**src/mnm_defs.svh**
```systemverilog
`ifndef MNM_DEFS_SVH
`define MNM_DEFS_SVH

// Extended opcodes of the operations served
`define MNM_XO_MULHWU   10'd11
`define MNM_XO_MULLHWU  10'd392
`define MNM_XO_MULLW    10'd235
`define MNM_XO_NAND     10'd476
`define MNM_XO_NEG      10'd104
`define MNM_XO_NCHW     10'd174
`define MNM_XO_NCHWS    10'd238
`define MNM_XO_NHHW     10'd46
`define MNM_XO_NHHWS    10'd110
`define MNM_XO_NLHW     10'd430
`define MNM_XO_MULLHW   10'd424
// Condition field bit positions, msb first
`define MNM_CR_LT       3
`define MNM_CR_GT       2
`define MNM_CR_EQ       1
`define MNM_CR_SO       0
// Saturation limits
`define MNM_MAX_POS     32'h7fffffff
`define MNM_MAX_NEG     32'h80000000

`endif

```
**src/mnm_pkg.sv**
```systemverilog
package mnm_pkg;
  typedef enum logic [3:0] {
    MNM_OP_NONE,
    MNM_OP_MULHWU,
    MNM_OP_MULLHW,
    MNM_OP_MULLHWU,
    MNM_OP_MULLI,
    MNM_OP_MULLW,
    MNM_OP_NAND,
    MNM_OP_NEG,
    MNM_OP_NCHW,
    MNM_OP_NCHWS,
    MNM_OP_NHHW,
    MNM_OP_NHHWS,
    MNM_OP_NLHW
  } mnm_op_t;
  typedef enum logic [1:0] {
    MNM_ST_IDLE,
    MNM_ST_BUSY
  } mnm_state_t;
endpackage

```
**src/mnm_mult.sv**
```systemverilog
`timescale 1ns/100ps
module mnm_mult #(
  parameter int W = 32
) (
  input  wire logic [W-1:0]   a,
  input  wire logic [W-1:0]   b,
  input  wire logic           sgn,
  output logic      [2*W-1:0] prod
);
  logic signed [W:0]     a_x;
  logic signed [W:0]     b_x;
  logic signed [2*W+1:0] p_x;

  if (W < 2) begin : g_width_check
    $error("mnm_mult: width too small");
  end

  // One signed multiplier serves both signednesses by extending one bit
  always_comb begin
    a_x  = {sgn & a[W-1], a};
    b_x  = {sgn & b[W-1], b};
    p_x  = a_x * b_x;
    prod = p_x[2*W-1:0];
  end
endmodule

```
**src/mnm_cr_unit.sv**
```systemverilog
`timescale 1ns/100ps
`include "mnm_defs.svh"
module mnm_cr_unit (
  input  wire logic [31:0] result,
  input  wire logic        so,
  output logic      [3:0]  field
);
  // Signed compare against zero
  always_comb begin
    field                = 4'h0;
    field[`MNM_CR_LT]    = result[31];
    field[`MNM_CR_GT]    = ~result[31] & (result != 32'h0);
    field[`MNM_CR_EQ]    = (result == 32'h0);
    field[`MNM_CR_SO]    = so;
  end
endmodule

```
**src/mnm_exec.sv**
```systemverilog
`timescale 1ns/100ps
`include "mnm_defs.svh"
////////////////////////////////////////////////////////////////////////////////
module mnm_exec (
  input  wire logic                 clk,
  input  wire logic                 nrst,
  input  wire logic                 issue_valid,
  input  wire mnm_pkg::mnm_op_t     issue_op,
  input  wire logic                 overflow_enable,
  input  wire logic                 record_bit,
  input  wire logic [31:0]          source_a_gpr,
  input  wire logic [31:0]          source_b_gpr,
  input  wire logic [31:0]          source_s_gpr,
  input  wire logic [31:0]          target_gpr,
  input  wire logic [15:0]          immediate_field,
  input  wire logic                 summary_clear,
  output logic                      result_valid,
  output logic      [31:0]          result_data,
  output logic                      cr_write,
  output logic      [3:0]           condition_field_zero,
  output logic                      overflow_flag,
  output logic                      summary_overflow_flag
);
  import mnm_pkg::*;

  localparam int XLEN = 32;
  localparam int HALF = XLEN / 2;

  // Port widths are fixed at one word; this guards edits to the constants
  if (XLEN != 32 || HALF != 16) begin : g_width_check
    $error("mnm_exec: only a 32-bit word is served");
  end

  //////////////////////////////////////////////////////////////////////////////
  // Halfword operands, extended to a word
  logic [31:0] a_hi_s;
  logic [31:0] a_lo_s;
  logic [31:0] b_hi_s;
  logic [31:0] b_lo_s;
  logic [31:0] a_lo_u;
  logic [31:0] b_lo_u;
  logic [31:0] imm_s;

  assign a_hi_s = {{HALF{source_a_gpr[31]}}, source_a_gpr[31:16]};
  assign a_lo_s = {{HALF{source_a_gpr[15]}}, source_a_gpr[15:0]};
  assign b_hi_s = {{HALF{source_b_gpr[31]}}, source_b_gpr[31:16]};
  assign b_lo_s = {{HALF{source_b_gpr[15]}}, source_b_gpr[15:0]};
  // Zero-extended copies for the unsigned halfword form
  assign a_lo_u = {{HALF{1'b0}}, source_a_gpr[15:0]};
  assign b_lo_u = {{HALF{1'b0}}, source_b_gpr[15:0]};
  assign imm_s  = {{HALF{immediate_field[15]}}, immediate_field};

  //////////////////////////////////////////////////////////////////////////////
  // Operand selection
  logic [31:0] mul_a;
  logic [31:0] mul_b;
  logic        mul_sgn;
  logic [63:0] mul_p;
  logic [31:0] res;
  logic        ovf;
  logic        acc_op;
  logic        sat_op;
  logic [31:0] nprod;
  logic [32:0] temp;
  logic [3:0]  cr_new;
  logic        so_now;

  // Halfword selection; bit 0 is the msb in the printed numbering
  always_comb begin
    mul_a   = source_a_gpr;
    mul_b   = source_b_gpr;
    mul_sgn = 1'b1;
    acc_op  = 1'b0;
    sat_op  = 1'b0;
    case (issue_op)
      MNM_OP_MULHWU: begin
        mul_sgn = 1'b0;
      end
      MNM_OP_MULLHW: begin
        mul_a = a_lo_s;
        mul_b = b_lo_s;
      end
      MNM_OP_MULLHWU: begin
        mul_a   = a_lo_u;
        mul_b   = b_lo_u;
        mul_sgn = 1'b0;
      end
      MNM_OP_MULLI: begin
        mul_b = imm_s;
      end
      MNM_OP_NCHW, MNM_OP_NCHWS: begin
        mul_a  = a_lo_s;
        mul_b  = b_hi_s;
        acc_op = 1'b1;
        sat_op = (issue_op == MNM_OP_NCHWS);
      end
      MNM_OP_NHHW, MNM_OP_NHHWS: begin
        mul_a  = a_hi_s;
        mul_b  = b_hi_s;
        acc_op = 1'b1;
        sat_op = (issue_op == MNM_OP_NHHWS);
      end
      MNM_OP_NLHW: begin
        mul_a  = a_lo_s;
        mul_b  = b_lo_s;
        acc_op = 1'b1;
      end
      default: begin
        mul_sgn = 1'b1;
      end
    endcase
  end

  mnm_mult #(
    .W    (32)
  ) u_mult (
    .a    (mul_a),
    .b    (mul_b),
    .sgn  (mul_sgn),
    .prod (mul_p)
  );

  //////////////////////////////////////////////////////////////////////////////
  // Result and overflow
  logic [31:0] prod_hi;
  logic [31:0] prod_lo;
  logic [31:0] nand_w;
  logic [31:0] neg_w;
  logic [31:0] sat_val;
  logic [31:0] acc_sum;
  logic        acc_ovf;
  logic        mullw_ovf;
  logic        neg_ovf;

  // Low word of a product is the same for either signedness
  assign prod_hi = mul_p[63:32];
  assign prod_lo = mul_p[31:0];

  // One cell per bit keeps the logical path clear of the multiplier
  for (genvar gi = 0; gi < XLEN; gi++) begin : g_nand
    assign nand_w[gi] = ~(source_s_gpr[gi] & source_b_gpr[gi]);
  end

  assign neg_w = ~source_a_gpr + 32'h1;

  // Upper word must repeat the sign of the lower word
  assign mullw_ovf = (prod_hi != {32{prod_lo[31]}});
  // The most negative word has no positive twin
  assign neg_ovf = (source_a_gpr == `MNM_MAX_NEG);

  // Clamp toward the sign of the old accumulator
  always_comb begin
    sat_val = `MNM_MAX_POS;
    if (target_gpr[31]) begin
      sat_val = `MNM_MAX_NEG;
    end
  end

  // A 33-bit sum keeps the carry apart from the sign used for overflow
  always_comb begin
    nprod   = 32'h0 - prod_lo;
    temp    = {nprod[31], nprod} + {target_gpr[31], target_gpr};
    acc_sum = temp[31:0];
    // Like-signed addends whose sum changes sign
    acc_ovf = (nprod[31] == target_gpr[31]) && (target_gpr[31] != temp[31]);
    if (sat_op && acc_ovf) begin
      acc_sum = sat_val;
    end
  end

  // Plain multiplies other than the unsigned high-word form take the low product word
  always_comb begin
    res = prod_lo;
    ovf = 1'b0;
    case (issue_op)
      MNM_OP_MULHWU: begin
        res = prod_hi;
      end
      MNM_OP_MULLI: begin
        res = prod_lo;
      end
      MNM_OP_MULLW: begin
        res = prod_lo;
        ovf = mullw_ovf;
      end
      MNM_OP_NAND: begin
        res = nand_w;
      end
      MNM_OP_NEG: begin
        res = neg_w;
        ovf = neg_ovf;
      end
      default: begin
        if (acc_op) begin
          res = acc_sum;
          ovf = acc_ovf;
        end
      end
    endcase
  end

  //////////////////////////////////////////////////////////////////////////////
  // Operation classes
  logic is_any;
  logic is_mullw;
  logic is_neg;
  logic is_mulli;
  logic is_ovf_op;
  logic is_rec_op;
  logic flag_upd;

  always_comb begin
    is_any    = (issue_op != MNM_OP_NONE);
    is_mullw  = (issue_op == MNM_OP_MULLW);
    is_neg    = (issue_op == MNM_OP_NEG);
    is_mulli  = (issue_op == MNM_OP_MULLI);
    // Only these forms may touch the overflow flags
    is_ovf_op = acc_op | is_mullw | is_neg;
    // The immediate form carries no record bit
    is_rec_op = is_any & ~is_mulli;
    flag_upd  = issue_valid & overflow_enable & is_ovf_op;
  end

  //////////////////////////////////////////////////////////////////////////////
  // Overflow and summary flags
  logic ov_q;
  logic ov_d;
  logic so_q;
  logic so_d;

  // Set beats a same-cycle clear
  always_comb begin
    ov_d = ov_q;
    so_d = so_q;
    if (summary_clear) begin
      ov_d = 1'b0;
      so_d = 1'b0;
    end
    if (flag_upd) begin
      ov_d = ovf;
      if (ovf) begin
        so_d = 1'b1;
      end
    end
  end

  always_ff @(posedge clk) begin
    if (!nrst) begin
      ov_q <= 1'b0;
      so_q <= 1'b0;
    end else begin
      ov_q <= ov_d;
      so_q <= so_d;
    end
  end

  //////////////////////////////////////////////////////////////////////////////
  // Condition field
  logic       cw_q;
  logic       cw_d;
  logic [3:0] cr_q;
  logic [3:0] cr_d;

  // Summary bit shows the flag as this result leaves it, clear included
  assign so_now = so_d;

  mnm_cr_unit u_cr (
    .result (res),
    .so     (so_now),
    .field  (cr_new)
  );

  always_comb begin
    cw_d = issue_valid & is_rec_op & record_bit;
    cr_d = cr_q;
    if (cw_d) begin
      cr_d = cr_new;
    end
  end

  always_ff @(posedge clk) begin
    if (!nrst) begin
      cw_q <= 1'b0;
      cr_q <= 4'h0;
    end else begin
      cw_q <= cw_d;
      cr_q <= cr_d;
    end
  end

  //////////////////////////////////////////////////////////////////////////////
  // Result word
  logic        rv_q;
  logic        rv_d;
  logic [31:0] rd_q;
  logic [31:0] rd_d;

  // Data holds between results; only the valid pulse marks a new one
  always_comb begin
    rv_d = issue_valid & is_any;
    rd_d = rd_q;
    if (rv_d) begin
      rd_d = res;
    end
  end

  always_ff @(posedge clk) begin
    if (!nrst) begin
      rv_q <= 1'b0;
      rd_q <= 32'h0;
    end else begin
      rv_q <= rv_d;
      rd_q <= rd_d;
    end
  end

  assign result_valid          = rv_q;
  assign result_data           = rd_q;
  assign cr_write              = cw_q;
  assign condition_field_zero  = cr_q;
  assign overflow_flag         = ov_q;
  assign summary_overflow_flag = so_q;
endmodule

```
**config.mk**
```make
export PLATFORM = sky130hd
export DESIGN_NAME = mnm_exec
export DESIGN_NICKNAME = d
export VERILOG_FILES = /design/src/mnm_pkg.sv /design/src/mnm_mult.sv /design/src/mnm_cr_unit.sv /design/src/mnm_exec.sv
export VERILOG_INCLUDE_DIRS = /design/src
export SDC_FILE = /design/constraint.sdc
export NUM_CORES = 2
export LEC_CHECK = 0
export BUFFER_PORTS_ARGS = -buffer_cell sky130_fd_sc_hd__buf_2
export CAP_MARGIN = 15
export CORE_ASPECT_RATIO = 0.5
export CORE_MARGIN = 8
export CORE_UTILIZATION = 40
export DETAILED_ROUTE_END_ITERATION = 8
export GPL_ROUTABILITY_DRIVEN = 0
export HOLD_SLACK_MARGIN = 0.15
export REMOVE_ABC_BUFFERS = 1
export SLEW_MARGIN = 25
export SYNTH_ARGS = -nofsm -noshare
export SYNTH_HDL_FRONTEND = slang
export SYNTH_SLANG_ARGS = --single-unit
```
**constraint.sdc**
```tcl
create_clock -name clk -period 37.6 [get_ports clk]
set_clock_uncertainty 0.2 [all_clocks]
set_input_delay 1.88 -clock clk [delete_from_list [all_inputs] [get_ports clk]]
set_output_delay 1.88 -clock clk [all_outputs]
set_load 0.05 [all_outputs]
```
==> impl_metrics.tcl <==
set metrics [dict create \
    finalHoldViolCount 0 \
    cts_made_buffers 5 \
    critPathSlowestCell "a21oi_1" \
    maxSlewHeadroom_pct 22.0 \
    seq_area_frac_synth_pct 1.80 \
    yosysWarnings 0 \
    cp-start-kind "input pin" \
    cts-root-buf "clkbuf_16" \
    ant_nets 0 \
    synthTopCellsByCount "fa_1, inv_1, nand2_1, nor2_1, ha_1" \
    netlist.area_leader.share_pct 50.7 \
    dieArea_mm2 0.123 \
    setup_violations 0 \
    clk_pin_slew_ns 0.06 \
    insertion_delay_ns 0.30 \
    die_w_um 488 \
    critPathCaptureType "flip-flop" \
    core_mm2 0.110 \
    initial_core_util_pct 40.4 \
    ys.flop_type "dfxtp_1" \
    crit_type "in -> reg" \
    synth_cell_types 88 \
    synth.area.top_cells "fa_1, inv_1, ha_1, nand2_1, nor2_1" \
    firstDrtPassIters 9 \
    grt_pass1_vias 41100 \
    violations "DRC" \
    synth-seq-cells 40 \
    synth_most_common_cell "fa_1" \
    viasPerCell 5.84 \
    min_period_ns 15.67 \
    grt_pass1_wl_um 261000 \
    tritoncts "done" \
    grt_max_degree 46 \
    crit_top_cell "fa_1" \
    post-cts-setup-buffers 0 \
    cts_sinks 40 \
    htreeDepth 2 \
    rr_worst_depth 2 \
    grt_usage_pct 27.9 \
    hold_path.class "reg -> reg" \
    die_y_um 252 \
    slowest_delay_ns 0.81 \
    num_vias 39600 \
    fillers 10900 \
    hold_depth 2 \
    maxSlewViolCount 0 \
    post-route-drc-count 188 \
    area_growth_syn_to_layout_pct 6.90 \
    grt-ovfl-total 0 \
    antenna_found_initial 16 \
    cts-hold-fix-buffers 0 \
    drive_gt1_share_pct 7.75 \
    dp_hpwl_um 143000 \
    arrival_ns 15.70 \
    nets 6804 \
    syn_avg_cell_area_um2 8.50 \
    crit_fanout 33 \
    tightest_slew_ns 1.17 \
    synth_cells 5235 \
    clk_path_buf_depth 2 \
    drtIter0Drc 5199 \
    wl_um 175000 \
    wl_per_cell_um 25.7 \
    post_cts_resized 0 \
    max_cap_viol_count 0 \
    pin_count 194 \
    port_buffers 193 \
    fin_crit_sh_pct 41.7 \
    fmax_ghz 0.0638 \
    outcome "finished, violations left" \
    grt_setup_unrepaired "no" \
    mappedNetlistArea_mm2 0.0445 \
    synth_edf_count 0 \
    rows 86 \
    yosys.area.top_type "fa_1" \
    fin_tns_setup_ns 0 \
    critPathRequiredTime_ns 37.63 \
    async_flop_share_pct 0 \
]
-- registers in the layout, summed over array words and instances, names as in the netlist --
register	count
condition_field_zero	4
cr_write	1
overflow_flag	1
result_data	32
result_valid	1
summary_overflow_flag	1
-- per-layer routing --
layer  up-vias  routed length, µm  GRT usage (%)  share of wire, %
met1     20200              65600           36.3                38
met4         8              12400           14.7               7.1
met5         -                 55              0             0.032
met3       671              22700           8.51                13
met2      2595              73700           42.0                42
li1      16200                  -              -                 -
-- layout make-up --
cell class / count / area (µm²) / share of cell area, %
Antenna cell: 7 / 17.5 / 0.0368
Clock buffer: 6 / 139 / 0.292
Clock inverter: 2 / 10.0 / 0.0210
Inverter: 1039 / 3900 / 8.20
Multi-Input combinational cell: 3880 / 39000 / 81.9
Sequential cell: 40 / 801 / 1.68
Tap cell: 1496 / 1870 / 3.93
Timing Repair Buffer: 313 / 1870 / 3.92
-- metrics by stage --
step | util, % | setup slack [ns] | hold slack, ns | std cells | area (µm²)
after floorplan | - | 21.99 | 0.464 | 4959 | 43400
after global placement | 43.0 | 22.18 | 0.247 | 6768 | 47400
after detailed placement | 43.0 | 21.97 | 0.247 | 6768 | 47400
after CTS | 43.2 | 22.21 | 0.265 | 6776 | 47500
after global routing | 43.2 | 21.21 | 0.282 | 6780 | 47600
final | 43.2 | 21.93 | 0.268 | 6783 | 47600
-- worst max-delay path: cells and delay by family --
| family | cells | cell delay, ns |
|---|---|---|
| and+or+nand+nor | 12 | 3.31 |
| buffers and inverters | 5 | 0.97 |
| xor gates and xnor gates | 2 | 0.72 |
| adders and majority gates | 10 | 4.87 |
| AOI/OAI and AO/OA | 15 | 3.91 |
-- cell families after synthesis --
| kind of cell | share of synthesized area, % |
|---|---|
| and+or+nand+nor | 15.7 |
| DFF | 1.80 |
| AOI/OAI and AO/OA | 9.91 |
| muxes | 0.900 |
| buffers and inverters | 11.1 |
| adders and majority gates | 57.5 |
| xor gates and xnor gates | 2.99 |
-- worst paths after layout --
kind	from	end	slack, ns
max	issue_op[1]	condition_field_zero[1]	21.93
min	result_data[11]	result_data[11]	0.27
max reg2reg	result_data[1]	result_data[1]	36.66
min reg2reg	result_data[11]	result_data[11]	0.27
-- cell usage in the layout (no fill, tap or decap), types with 8 or more instances in the layout --
master and n:
a221oi_2 11, a21oi_1 207, xor2_1 48, or3_1 13, mux2_2 16, a221o_1 24, ha_1 245, xnor2_1 104
mux2i_2 10, nor2_1 556, or2_2 8, nor3_1 59, and3_1 15, o21ai_0 111, or4_1 21, nand2_1 789
dfxtp_1 40, nand4_1 37, a211oi_1 29, nand3_1 49, nand2b_1 12, a21o_1 80, buf_2 193, nor4_1 26
a221oi_1 20, mux2i_1 8, o211ai_1 29, fa_1 1126, a31oi_1 17, o21a_1 12, buf_4 120, o21bai_1 17
and2_1 30, inv_1 1037
Power is left out: the tool's default activity adds up to more than one toggle a clock period on the data nets, which glitch-free logic cannot reach.
